## src/hdl/tpq_pkg.sv

```systemverilog
// package: constants and carriers for the pixel quality classifier
package tpq_pkg;

    ////////////////////////////////////////
    // widths
    localparam int SAMPLE_W = 12;
    localparam int DIFF_W = SAMPLE_W + 1;
    localparam int SCALE_W = 16;
    localparam int IRR_W = SCALE_W + SAMPLE_W;
    localparam int RAD_W = 2 * SAMPLE_W;
    localparam int RATIO_W = 12;
    localparam int CMP_W = IRR_W + RATIO_W;
    localparam int PIX_CNT_W = 16;
    localparam int NUM_PHASES = 4;
    localparam int NUM_VERDICTS = 4;

    ////////////////////////////////////////
    // classification limits in lsb
    localparam logic [SAMPLE_W-1:0] MAX_SIGNAL_LSB = 12'h7D0;
    localparam logic [SAMPLE_W-1:0] NOISE_LSB = 12'h019;
    localparam logic [SAMPLE_W-1:0] AMP_GOOD_LSB = 12'h064;
    localparam logic [SAMPLE_W-1:0] AMP_OVER_LSB = MAX_SIGNAL_LSB;
    localparam logic [SAMPLE_W-1:0] AMP_NONE_LSB = NOISE_LSB;

    // ratio limits as linear factors, 20*log10(r): 60 db and 70 db
    localparam int AMR_EXCELLENT_DB = 60;
    localparam int AMR_SUFFICIENT_DB = 70;
    localparam logic [RATIO_W-1:0] AMR_60DB_RATIO = 12'h3E8;
    localparam logic [RATIO_W-1:0] AMR_70DB_RATIO = 12'hC5A;

    ////////////////////////////////////////
    // enumerations
    typedef enum logic [1:0] {
        TPQ_ACCEPT,
        TPQ_DECREASE,
        TPQ_INCREASE,
        TPQ_AMBIENT
    } tpq_verdict_t;

    typedef enum logic [1:0] {
        TPQ_AMP_NONE,
        TPQ_AMP_ENOUGH,
        TPQ_AMP_GOOD,
        TPQ_AMP_OVER
    } tpq_amp_class_t;

    typedef enum logic [1:0] {
        TPQ_AMR_EXCELLENT,
        TPQ_AMR_SUFFICIENT,
        TPQ_AMR_WEAK
    } tpq_amr_class_t;

    ////////////////////////////////////////
    // carriers
    typedef struct packed {
        logic pixel_saturation_flag;
        logic signed [SAMPLE_W-1:0] zero_phase_sample;
        logic signed [SAMPLE_W-1:0] quarter_phase_sample;
        logic signed [SAMPLE_W-1:0] half_phase_sample;
        logic signed [SAMPLE_W-1:0] three_quarter_phase_sample;
    } tpq_pixel_t;

    typedef struct packed {
        logic frame_last;
        logic gray;
        logic sat;
        logic over;
        logic quiet;
        logic [SAMPLE_W-1:0] gray_value;
        logic [SAMPLE_W-1:0] ambient_value;
    } tpq_tag_t;

    typedef struct packed {
        tpq_verdict_t verdict;
        tpq_amp_class_t amp_class;
        tpq_amr_class_t amr_class;
        logic [SAMPLE_W-1:0] modulated_amplitude;
        logic [SAMPLE_W-1:0] gray_intensity;
        logic [IRR_W-1:0] ambient_irradiance;
        logic [IRR_W-1:0] modulated_irradiance;
    } tpq_result_t;

    typedef struct packed {
        tpq_verdict_t frame_verdict;
        logic short_frame;
        logic [NUM_VERDICTS-1:0][PIX_CNT_W-1:0] verdict_count;
    } tpq_summary_t;

endpackage : tpq_pkg

```

## src/hdl/tpq_isqrt.sv

```systemverilog
// pipelined integer square root, one result bit per stage, tag carried alongside
`timescale 1ns/1ps
module tpq_isqrt #(
    parameter int RAD_W = 24,
    parameter int TAG_W = 8
) (
    input wire logic clk,
    input wire logic nrst,
    input wire logic in_valid,
    input wire logic [RAD_W-1:0] radicand,
    input wire logic [TAG_W-1:0] in_tag,
    output logic out_valid,
    output logic [RAD_W/2-1:0] root,
    output logic [TAG_W-1:0] out_tag
);
    localparam int ROOT_W = RAD_W / 2;
    localparam int REM_W = ROOT_W + 2;

    if (RAD_W % 2 != 0 || RAD_W < 4 || TAG_W < 1) begin : g_bad_param
        $error("tpq_isqrt: RAD_W must be even and at least 4, TAG_W at least 1");
    end

    logic [RAD_W-1:0] x [1:ROOT_W];
    logic [REM_W-1:0] r [1:ROOT_W];
    logic [ROOT_W-1:0] q [1:ROOT_W];
    logic v [1:ROOT_W];
    logic [TAG_W-1:0] tg [1:ROOT_W];

    ////////////////////////////////////////
    // one stage per result bit
    for (genvar gi = 0; gi < ROOT_W; gi++) begin : g_stage
        logic [RAD_W-1:0] x_in;
        logic [REM_W-1:0] r_in;
        logic [ROOT_W-1:0] q_in;
        logic v_in;
        logic [TAG_W-1:0] t_in;
        logic [REM_W-1:0] r_sh;
        logic [REM_W-1:0] trial;

        if (gi == 0) begin : g_first
            assign x_in = radicand;
            assign r_in = '0;
            assign q_in = '0;
            assign v_in = in_valid;
            assign t_in = in_tag;
        end else begin : g_next
            assign x_in = x[gi];
            assign r_in = r[gi];
            assign q_in = q[gi];
            assign v_in = v[gi];
            assign t_in = tg[gi];
        end

        // shift in two radicand bits, try 4q+1
        assign r_sh = {r_in[REM_W-3:0], x_in[RAD_W-1 -: 2]};
        assign trial = {q_in, 2'h1};

        always_ff @(posedge clk) begin
            if (!nrst) begin
                v[gi+1] <= 1'b0;
            end else begin
                v[gi+1] <= v_in;
            end
        end

        always_ff @(posedge clk) begin
            x[gi+1] <= {x_in[RAD_W-3:0], 2'h0};
            tg[gi+1] <= t_in;
            if (r_sh >= trial) begin
                r[gi+1] <= r_sh - trial;
                q[gi+1] <= {q_in[ROOT_W-2:0], 1'b1};
            end else begin
                r[gi+1] <= r_sh;
                q[gi+1] <= {q_in[ROOT_W-2:0], 1'b0};
            end
        end
    end

    assign out_valid = v[ROOT_W];
    assign root = q[ROOT_W];
    assign out_tag = tg[ROOT_W];

endmodule : tpq_isqrt

```

## src/hdl/tpq_classifier.sv

```systemverilog
// host-side per-pixel validity and quality classifier for time-of-flight samples
//
// Overview of operation
// (RULE_01) The imager supplies per-pixel validity indicators, saturation flag among them.
// (RULE_02) Saturated pixel: discard and ask for shorter integration or less light.
// (RULE_03) Any sample magnitude above 2000 lsb: over limit, ask for shorter integration.
// (RULE_04) All sample magnitudes at or below 25 lsb: no object, ask for longer integration.
// (RULE_05) Checks run in order: saturation, max signal, noise, amplitude, ambient ratio.
// (RULE_06) Amplitude above 2000 lsb on a clean pixel: overexposed, decrease exposure.
// (RULE_07) Amplitude 100..2000 good, 25..100 enough, below 25 no object.
// (RULE_08) Ambient ratio in db is 20*log10 of ambient over modulated irradiance; optional.
// (RULE_09) Modulated irradiance is ac scale (sensitivity times time ratio) times amplitude.
// (RULE_10) Ratio below 60 db excellent, below 70 db sufficient.
// (RULE_11) Ratio above 70 db weak: ask for longer integration or more light.
// (RULE_12) Grayscale mode acquires only the zero-phase sample.
// (RULE_13) Grayscale mode reads pixels single-ended from the first gate.
// (RULE_14) One grayscale trigger gives exactly one frame of 12 bit values.
// (RULE_15) In grayscale mode the saturation flag is ignored.
// (RULE_16) Grayscale mode works with the light source off or on.
// (RULE_17) Ambient irradiance is dc scale (sensitivity times time ratio) times gray sample.
// (RULE_18) Amplitude is sqrt of squared phase differences each divided by 4.
// (RULE_19) Each pixel gets a verdict: accept, decrease, increase or excess ambient.
`timescale 1ns/1ps
module tpq_classifier #(
    parameter int FRAME_PIXELS = 0
) (
    input wire logic clk,
    input wire logic nrst,
    input wire logic pix_valid,
    input wire tpq_pkg::tpq_pixel_t pix,
    input wire logic frame_last,
    input wire logic gray_mode,
    input wire logic [tpq_pkg::SAMPLE_W-1:0] ambient_sample,
    input wire logic [tpq_pkg::SCALE_W-1:0] ac_scale,
    input wire logic [tpq_pkg::SCALE_W-1:0] dc_scale,
    input wire logic amr_check_en,
    input wire logic amr_strict,
    output logic res_valid,
    output tpq_pkg::tpq_result_t res,
    output logic sum_valid,
    output tpq_pkg::tpq_summary_t summary
);
    localparam int TAG_W = $bits(tpq_pkg::tpq_tag_t);
    localparam int SUM_W = tpq_pkg::PIX_CNT_W + 2;

    if (FRAME_PIXELS < 0 || FRAME_PIXELS >= (1 << tpq_pkg::PIX_CNT_W)) begin : g_bad_param
        $error("tpq_classifier: FRAME_PIXELS out of counter range");
    end

    ////////////////////////////////////////////////////////////////////////////////
    // stage a: magnitudes, limit checks, phase differences
    logic signed [tpq_pkg::SAMPLE_W-1:0] smp [tpq_pkg::NUM_PHASES];
    logic [tpq_pkg::SAMPLE_W-1:0] mag [tpq_pkg::NUM_PHASES];
    logic [tpq_pkg::NUM_PHASES-1:0] over_bit;
    logic [tpq_pkg::NUM_PHASES-1:0] quiet_bit;
    tpq_pkg::tpq_tag_t next_tag;
    logic signed [tpq_pkg::DIFF_W-1:0] next_d1;
    logic signed [tpq_pkg::DIFF_W-1:0] next_d2;

    assign smp[0] = pix.zero_phase_sample;
    assign smp[1] = pix.quarter_phase_sample;
    assign smp[2] = pix.half_phase_sample;
    assign smp[3] = pix.three_quarter_phase_sample;

    for (genvar gp = 0; gp < tpq_pkg::NUM_PHASES; gp++) begin : g_phase
        assign mag[gp] = smp[gp][tpq_pkg::SAMPLE_W-1] ? tpq_pkg::SAMPLE_W'(-smp[gp]) : smp[gp];
        // (RULE_03) per-sample max limit
        assign over_bit[gp] = mag[gp] > tpq_pkg::MAX_SIGNAL_LSB;
        // (RULE_04) per-sample noise floor
        assign quiet_bit[gp] = mag[gp] <= tpq_pkg::NOISE_LSB;
    end

    always_comb begin
        next_tag.frame_last = frame_last;
        next_tag.gray = gray_mode;
        // (RULE_15) flag ignored in gray
        // (RULE_01) flag taken per pixel
        next_tag.sat = pix.pixel_saturation_flag & ~gray_mode;
        // (RULE_12) gray uses zero phase only
        next_tag.over = gray_mode ? over_bit[0] : |over_bit;
        next_tag.quiet = gray_mode ? quiet_bit[0] : &quiet_bit;
        next_tag.gray_value = pix.zero_phase_sample;
        // (RULE_17) gray sample is ambient source
        next_tag.ambient_value = gray_mode ? pix.zero_phase_sample : ambient_sample;
        // (RULE_18) 180-0 and 270-90
        next_d1 = {smp[2][tpq_pkg::SAMPLE_W-1], smp[2]} - {smp[0][tpq_pkg::SAMPLE_W-1], smp[0]};
        next_d2 = {smp[3][tpq_pkg::SAMPLE_W-1], smp[3]} - {smp[1][tpq_pkg::SAMPLE_W-1], smp[1]};
    end

    logic a_valid;
    tpq_pkg::tpq_tag_t a_tag;
    logic signed [tpq_pkg::DIFF_W-1:0] a_d1;
    logic signed [tpq_pkg::DIFF_W-1:0] a_d2;

    always_ff @(posedge clk) begin
        if (!nrst) begin
            a_valid <= 1'b0;
        end else begin
            a_valid <= pix_valid;
        end
    end

    always_ff @(posedge clk) begin
        a_tag <= next_tag;
        a_d1 <= next_d1;
        a_d2 <= next_d2;
    end

    ////////////////////////////////////////////////////////////////////////////////
    // stage b: radicand = (d1^2 + d2^2) / 4
    logic signed [2*tpq_pkg::DIFF_W-1:0] sq1;
    logic signed [2*tpq_pkg::DIFF_W-1:0] sq2;
    logic [2*tpq_pkg::DIFF_W:0] sum_sq;
    logic b_valid;
    tpq_pkg::tpq_tag_t b_tag;
    logic [tpq_pkg::RAD_W-1:0] b_rad;

    // (RULE_18) squared differences over 4
    assign sq1 = a_d1 * a_d1;
    assign sq2 = a_d2 * a_d2;
    assign sum_sq = (2*tpq_pkg::DIFF_W+1)'(unsigned'(sq1)) + (2*tpq_pkg::DIFF_W+1)'(unsigned'(sq2));

    always_ff @(posedge clk) begin
        if (!nrst) begin
            b_valid <= 1'b0;
        end else begin
            b_valid <= a_valid;
        end
    end

    always_ff @(posedge clk) begin
        b_tag <= a_tag;
        b_rad <= sum_sq[tpq_pkg::RAD_W+1:2];
    end

    ////////////////////////////////////////////////////////////////////////////////
    // square root pipeline
    logic s_valid;
    logic [tpq_pkg::SAMPLE_W-1:0] s_amp;
    logic [TAG_W-1:0] s_tag_bits;
    tpq_pkg::tpq_tag_t s_tag;

    tpq_isqrt #(
        .RAD_W(tpq_pkg::RAD_W),
        .TAG_W(TAG_W)
    ) u_isqrt (
        .clk(clk),
        .nrst(nrst),
        .in_valid(b_valid),
        .radicand(b_rad),
        .in_tag(b_tag),
        .out_valid(s_valid),
        .root(s_amp),
        .out_tag(s_tag_bits)
    );

    assign s_tag = tpq_pkg::tpq_tag_t'(s_tag_bits);

    ////////////////////////////////////////////////////////////////////////////////
    // stage c: irradiances
    logic c_valid;
    tpq_pkg::tpq_tag_t c_tag;
    logic [tpq_pkg::SAMPLE_W-1:0] c_amp;
    logic [tpq_pkg::IRR_W-1:0] c_mod_irr;
    logic [tpq_pkg::IRR_W-1:0] c_amb_irr;

    always_ff @(posedge clk) begin
        if (!nrst) begin
            c_valid <= 1'b0;
        end else begin
            c_valid <= s_valid;
        end
    end

    always_ff @(posedge clk) begin
        c_tag <= s_tag;
        c_amp <= s_amp;
        // (RULE_09) ac scale times amplitude
        c_mod_irr <= tpq_pkg::IRR_W'(ac_scale) * tpq_pkg::IRR_W'(s_amp);
        // (RULE_17) dc scale times ambient value: gray sample in gray mode, else ambient_sample
        c_amb_irr <= tpq_pkg::IRR_W'(dc_scale) * tpq_pkg::IRR_W'(s_tag.ambient_value);
    end

    ////////////////////////////////////////////////////////////////////////////////
    // stage d: classification
    logic [tpq_pkg::CMP_W-1:0] lim_60db;
    logic [tpq_pkg::CMP_W-1:0] lim_70db;
    logic [tpq_pkg::CMP_W-1:0] amb_wide;
    tpq_pkg::tpq_amr_class_t next_amr;
    tpq_pkg::tpq_amp_class_t next_amp;
    tpq_pkg::tpq_verdict_t next_verdict;
    logic amr_fail;

    always_comb begin
        // (RULE_08) log compare as linear products
        lim_60db = tpq_pkg::CMP_W'(c_mod_irr) * tpq_pkg::CMP_W'(tpq_pkg::AMR_60DB_RATIO);
        lim_70db = tpq_pkg::CMP_W'(c_mod_irr) * tpq_pkg::CMP_W'(tpq_pkg::AMR_70DB_RATIO);
        amb_wide = tpq_pkg::CMP_W'(c_amb_irr);
        // (RULE_10) excellent and sufficient bands
        // (RULE_11) weak above 70 db
        if (amb_wide > lim_70db) begin
            next_amr = tpq_pkg::TPQ_AMR_WEAK;
        end else if (amb_wide >= lim_60db) begin
            next_amr = tpq_pkg::TPQ_AMR_SUFFICIENT;
        end else begin
            next_amr = tpq_pkg::TPQ_AMR_EXCELLENT;
        end
        amr_fail = amr_check_en &&
            (amr_strict ? next_amr != tpq_pkg::TPQ_AMR_EXCELLENT : next_amr == tpq_pkg::TPQ_AMR_WEAK);
        // (RULE_07) amplitude bands
        if (c_amp > tpq_pkg::AMP_OVER_LSB) begin
            next_amp = tpq_pkg::TPQ_AMP_OVER;
        end else if (c_amp >= tpq_pkg::AMP_GOOD_LSB) begin
            next_amp = tpq_pkg::TPQ_AMP_GOOD;
        end else if (c_amp >= tpq_pkg::AMP_NONE_LSB) begin
            next_amp = tpq_pkg::TPQ_AMP_ENOUGH;
        end else begin
            next_amp = tpq_pkg::TPQ_AMP_NONE;
        end
        // (RULE_05) fixed priority chain
        if (c_tag.sat) begin
            // (RULE_02) saturation dumps pixel
            next_verdict = tpq_pkg::TPQ_DECREASE;
        end else if (c_tag.over) begin
            // (RULE_03) over max signal
            next_verdict = tpq_pkg::TPQ_DECREASE;
        end else if (c_tag.quiet) begin
            // (RULE_04) below noise floor
            next_verdict = tpq_pkg::TPQ_INCREASE;
        end else if (c_tag.gray) begin
            // (RULE_16) gray needs no modulation checks
            next_verdict = tpq_pkg::TPQ_ACCEPT;
        end else if (next_amp == tpq_pkg::TPQ_AMP_OVER) begin
            // (RULE_06) overexposure
            next_verdict = tpq_pkg::TPQ_DECREASE;
        end else if (next_amp == tpq_pkg::TPQ_AMP_NONE) begin
            // (RULE_07) no object
            next_verdict = tpq_pkg::TPQ_INCREASE;
        end else if (amr_fail) begin
            // (RULE_11) too much ambient light
            next_verdict = tpq_pkg::TPQ_AMBIENT;
        end else begin
            next_verdict = tpq_pkg::TPQ_ACCEPT;
        end
    end

    // (RULE_19) verdict aligned with pixel data
    always_ff @(posedge clk) begin
        if (!nrst) begin
            res_valid <= 1'b0;
            res <= '0;
        end else begin
            res_valid <= c_valid;
            if (c_valid) begin
                res.verdict <= next_verdict;
                res.amp_class <= c_tag.gray ? tpq_pkg::TPQ_AMP_NONE : next_amp;
                res.amr_class <= next_amr;
                res.modulated_amplitude <= c_amp;
                // (RULE_14) 12 bit intensity per pixel
                res.gray_intensity <= c_tag.gray_value;
                res.ambient_irradiance <= c_amb_irr;
                res.modulated_irradiance <= c_mod_irr;
            end
        end
    end

    ////////////////////////////////////////////////////////////////////////////////
    // per-frame verdict counts
    logic [tpq_pkg::PIX_CNT_W-1:0] cnt [tpq_pkg::NUM_VERDICTS];
    logic [tpq_pkg::NUM_VERDICTS-1:0][tpq_pkg::PIX_CNT_W-1:0] next_cnt;
    logic [SUM_W-1:0] total;
    tpq_pkg::tpq_verdict_t frame_verdict;

    for (genvar gv = 0; gv < tpq_pkg::NUM_VERDICTS; gv++) begin : g_count
        logic hit;

        assign hit = c_valid && next_verdict == tpq_pkg::tpq_verdict_t'(gv);
        assign next_cnt[gv] = (hit && cnt[gv] != '1) ? cnt[gv] + 1'b1 : cnt[gv];

        always_ff @(posedge clk) begin
            if (!nrst) begin
                cnt[gv] <= '0;
            end else if (c_valid && c_tag.frame_last) begin
                cnt[gv] <= '0;
            end else begin
                cnt[gv] <= next_cnt[gv];
            end
        end
    end

    always_comb begin
        total = SUM_W'(next_cnt[0]) + SUM_W'(next_cnt[1]) + SUM_W'(next_cnt[2]) + SUM_W'(next_cnt[3]);
        if (next_cnt[tpq_pkg::TPQ_DECREASE] != '0) begin
            frame_verdict = tpq_pkg::TPQ_DECREASE;
        end else if (next_cnt[tpq_pkg::TPQ_INCREASE] != '0) begin
            frame_verdict = tpq_pkg::TPQ_INCREASE;
        end else if (next_cnt[tpq_pkg::TPQ_AMBIENT] != '0) begin
            frame_verdict = tpq_pkg::TPQ_AMBIENT;
        end else begin
            frame_verdict = tpq_pkg::TPQ_ACCEPT;
        end
    end

    always_ff @(posedge clk) begin
        if (!nrst) begin
            sum_valid <= 1'b0;
            summary <= '0;
        end else begin
            sum_valid <= c_valid && c_tag.frame_last;
            if (c_valid && c_tag.frame_last) begin
                summary.frame_verdict <= frame_verdict;
                summary.short_frame <= FRAME_PIXELS != 0 && total != SUM_W'(FRAME_PIXELS);
                summary.verdict_count <= next_cnt;
            end
        end
    end

endmodule : tpq_classifier

```

## config.mk

```make
export PLATFORM = sky130hd
export DESIGN_NAME = tpq_classifier
export DESIGN_NICKNAME = d
export VERILOG_FILES = /design/src/hdl/tpq_pkg.sv /design/src/hdl/tpq_isqrt.sv /design/src/hdl/tpq_classifier.sv
export SDC_FILE = /design/constraint.sdc
export NUM_CORES = 2
export LEC_CHECK = 0
export ABC_AREA = 0
export BUFFER_PORTS_ARGS = -buffer_cell sky130_fd_sc_hd__buf_2
export CORE_MARGIN = 1
export CORE_UTILIZATION = 25
export DETAILED_ROUTE_END_ITERATION = 8
export GPL_TIMING_DRIVEN = 0
export HOLD_SLACK_MARGIN = 0.12
export PLACE_DENSITY_LB_ADDON = 0.3
export SYNTH_ARGS = -nofsm -noshare
export SYNTH_HDL_FRONTEND = slang
export SYNTH_SLANG_ARGS = --single-unit
```

## constraint.sdc

```tcl
create_clock -name clk -period 7.5 [get_ports clk]
set_clock_uncertainty 0.05 [all_clocks]
set_input_delay 1.125 -clock clk [delete_from_list [all_inputs] [get_ports clk]]
set_output_delay 1.125 -clock clk [all_outputs]
set_load 0.005 [all_outputs]
```

==> impl_metrics.csv <==
group,metric,value,unit
outcome,outcome,"finished, violations left",
outcome,violations,"setup timing",
sta,fmax,112,MHz
cells_and_area,syn_to_final_growth,19.4,%
placed_design,gp_congestion,0.883,
die,die_w,527,um
die,row_count,192,
sta,final-hold-violation-count,0,
sta,holdWs,0.246,ns
worst_hold_path,min_path_type,"reg2reg",
placed_design,placed_cells,10686,
sta,setup_slack,-1.41,ns
placed_design,io_buffers,253,
synthesis,syn_inst,6779,
setup_path,cp-start-kind,"register",
setup_path,reg2reg_slack,-1.41,ns
die,die_y,527,um
routing,drt_iter0_drc,2295,
synthesis,ys.flop_type,"dfxtp_1",
sta,tightest_slew,1.37,ns
setup_path,worst-path-max-fanout,6,
sta,maxSlewViolCount,0,
cells_and_area,n_fill_cell,28331,
synthesis,ys_async_sr_fraction,0,%
setup_path,worst-path-buf-inv,5,
global_routing,grt_usage,12.9,%
routing,num_vias,46579,
sta,min_period_over_period,119,%
synthesis,synthMostInstantiatedCell,"inv_1",
routing,ant_nets,0,
cts,ctsRootBufferMaster,"clkbuf_16",
sta,setup_viol,101,
cts,clk_pin_slew,0.07,ns
synthesis,ys_types,80,
synthesis,synth_enable_flop_cells,64,
global_routing,grt_pass1_vias,49024,
setup_path,cpPeakStageDelay,0.59,ns
cts,cts_tree,"done",
global_routing,grt_pass1_wl,278000,um
cts,clock_path_buffers,3,
synthesis,synth_warnings,0,
die,initial_core_util,25.2,%
sta,rsz0062_at_grt,"yes",
global_routing,grt_overflow,0,
routing,wl_per_cell,16.0,um
synthesis,ys_top_cells_by_count,"inv_1 (1,165), dfxtp_1 (1,041), fa_1 (804), nand2_1 (642), ha_1 (616)",
synthesis,synth.area.top_cells,"dfxtp_1 (30%), fa_1 (23%), ha_1 (11%)",
synthesis,yosys.area.top_type,"dfxtp_1",
cells_and_area,layout-drive-gt1-share,12.7,%
setup_path,cp_slowest_cell,"fa_1",
die,fp.dieArea,277000,um2
synthesis,ys_ff_latch,1105,
setup_path,path_delay_family,"compound AO/OA/AOI/OAI gates",
setup_path,worstPathRequired,8.11,ns
cells_and_area,layout.nets,8859,
global_routing,grt_max_degree,22,
cts,clock_sinks,1105,
routing,wl,177000,um
synthesis,ys_seq_area_share,33.1,%
routing,dr.pass1.iters,5,
cells_and_area,instances_no_fill,11031,
setup_path,worstSetupEndpointType,"register",
synthesis,netlist_area,68800,um2
run,maxCapViolations,0,
sta,slew_headroom,8.60,%
global_routing,antenna_found_initial,23,
cts,clock_insertion_delay_worst_skew,0.76,ns
sta,finalCriticalPeriod,8.91,ns
synthesis,syn-mean-instance-area,10.2,um2
die,coreArea,274000,um2
setup_path,cp_common_cell,"ha_4",
routing,drc,0,
die,io_pins,255,
cts,cts_buffers,119,
sta,finalSetupTns,-91.05,ns
cts,htreeDepth,3,
setup_path,crit_type,"reg2reg",
synthesis,synth_top_area_share,30.3,%
placed_design,dp_hpwl,147000,um
setup_path,worstPathArrival,9.52,ns
routing,viasPerCell,4.22,
[cell type report]
class,instances,area [um2],share of cell area (%)
clock buffers,159,3330,4.06
diodes,3,7.51,0.00913
plain buffers,173,811,0.987
inverters,1165,4390,5.34
repair buffers,383,2360,2.87
clock inverters,62,861,1.05
multi-input cells,4392,43100,52.4
flip-flops and latches,1105,22900,27.8
well taps,3589,4490,5.46
[layer usage]
layer | up-vias | share of wire, % | global-route usage, %
li1 | 22551 | - | -
met1 | 22878 | 44 | 16.2
met2 | 912 | 50 | 22.7
met4 | 12 | 2.4 | 3.29
met3 | 226 | 4.3 | 2.00
met5 | - | 0.034 | 0
[metrics by stage]
| step | instance area [um2] | setup WS (ns) | utilization (%) |
|---|---|---|---|
| 2_1_floorplan | 69700 | -0.319 | - |
| 3_3_place_gp | 75400 | -3.28 | 27.6 |
| 3_5_place_dp | 75500 | -2.96 | 27.6 |
| 4_1_cts | 81500 | -1.25 | 29.8 |
| 5_1_grt | 82200 | -1.68 | 30.0 |
| 6_report | 82200 | -1.41 | 30.0 |
[state kept, by name, indices dropped and copies added, names as in the netlist, 12 cells and up]
register / count
u_isqrt.x: 132
cnt: 64
c_amb_irr: 28
b_tag: 29
u_isqrt.v: 12
c_amp: 12
u_isqrt.r: 121
u_isqrt.q: 78
summary: 66
u_isqrt.tg: 348
a_d1: 13
res: 86
b_rad: 24
c_mod_irr: 28
c_tag: 17
a_tag: 29
a_d2: 13
[cells by family after synthesis]
kind of cell	after synthesis	synth area share [%]
simple gates	1651	11.6
other cells	2	0.0109
mux	125	1.87
flops	1105	33.1
fa+ha+maj	1420	34.6
buf+inv	1346	7.36
xor+xnor	328	4.17
compound gates	802	7.31
[placed cells by master, fill, tap and decap left out, drive strengths merged, types with 22 or more instances in the layout]
master and instances:
and3 34, nand2 644, o21bai 23, o31ai 27, a211oi 24, mux2i 99, nand3 64, inv 1166
dfxtp 1041, o21ai 248, nor3 74, nor4 22, clkinv 40, mux2 26, nand4 57, fa 804
a21o 109, buf 393, ha 616, nand2b 57, nor2 262, clkbuf 322, xnor2 182, o21a 36
a21oi 196, edfxtp 64, and2 229, xor2 146, conb 66, nor2b 130
[worst paths after layout]
path / start / end / depth (start not counted)
worst min-delay path: u_isqrt.x[3][37]$_DFF_P_ / u_isqrt.x[4][17]$_DFF_P_ / 0
worst min register to register: u_isqrt.x[3][37]$_DFF_P_ / u_isqrt.x[4][17]$_DFF_P_ / 0
worst max-delay path: c_mod_irr[1]$_DFF_P_ / summary[65]$_SDFFE_PN0P_ / 36
worst max register to register: c_mod_irr[1]$_DFF_P_ / summary[65]$_SDFFE_PN0P_ / 36
[timing repair]
action / 4_1_cts / 5_1_grt
gates cloned: 0 / 0
pin swaps: 87 / 56
setup buffers: 81 / 50
setup endpoints to repair: 111 / 111
hold buffers: 0 / 0
resized for setup: 271 / 120
Power is not shown: default switching activity piles up to over one toggle a cycle in this logic, so the estimate is an artifact.
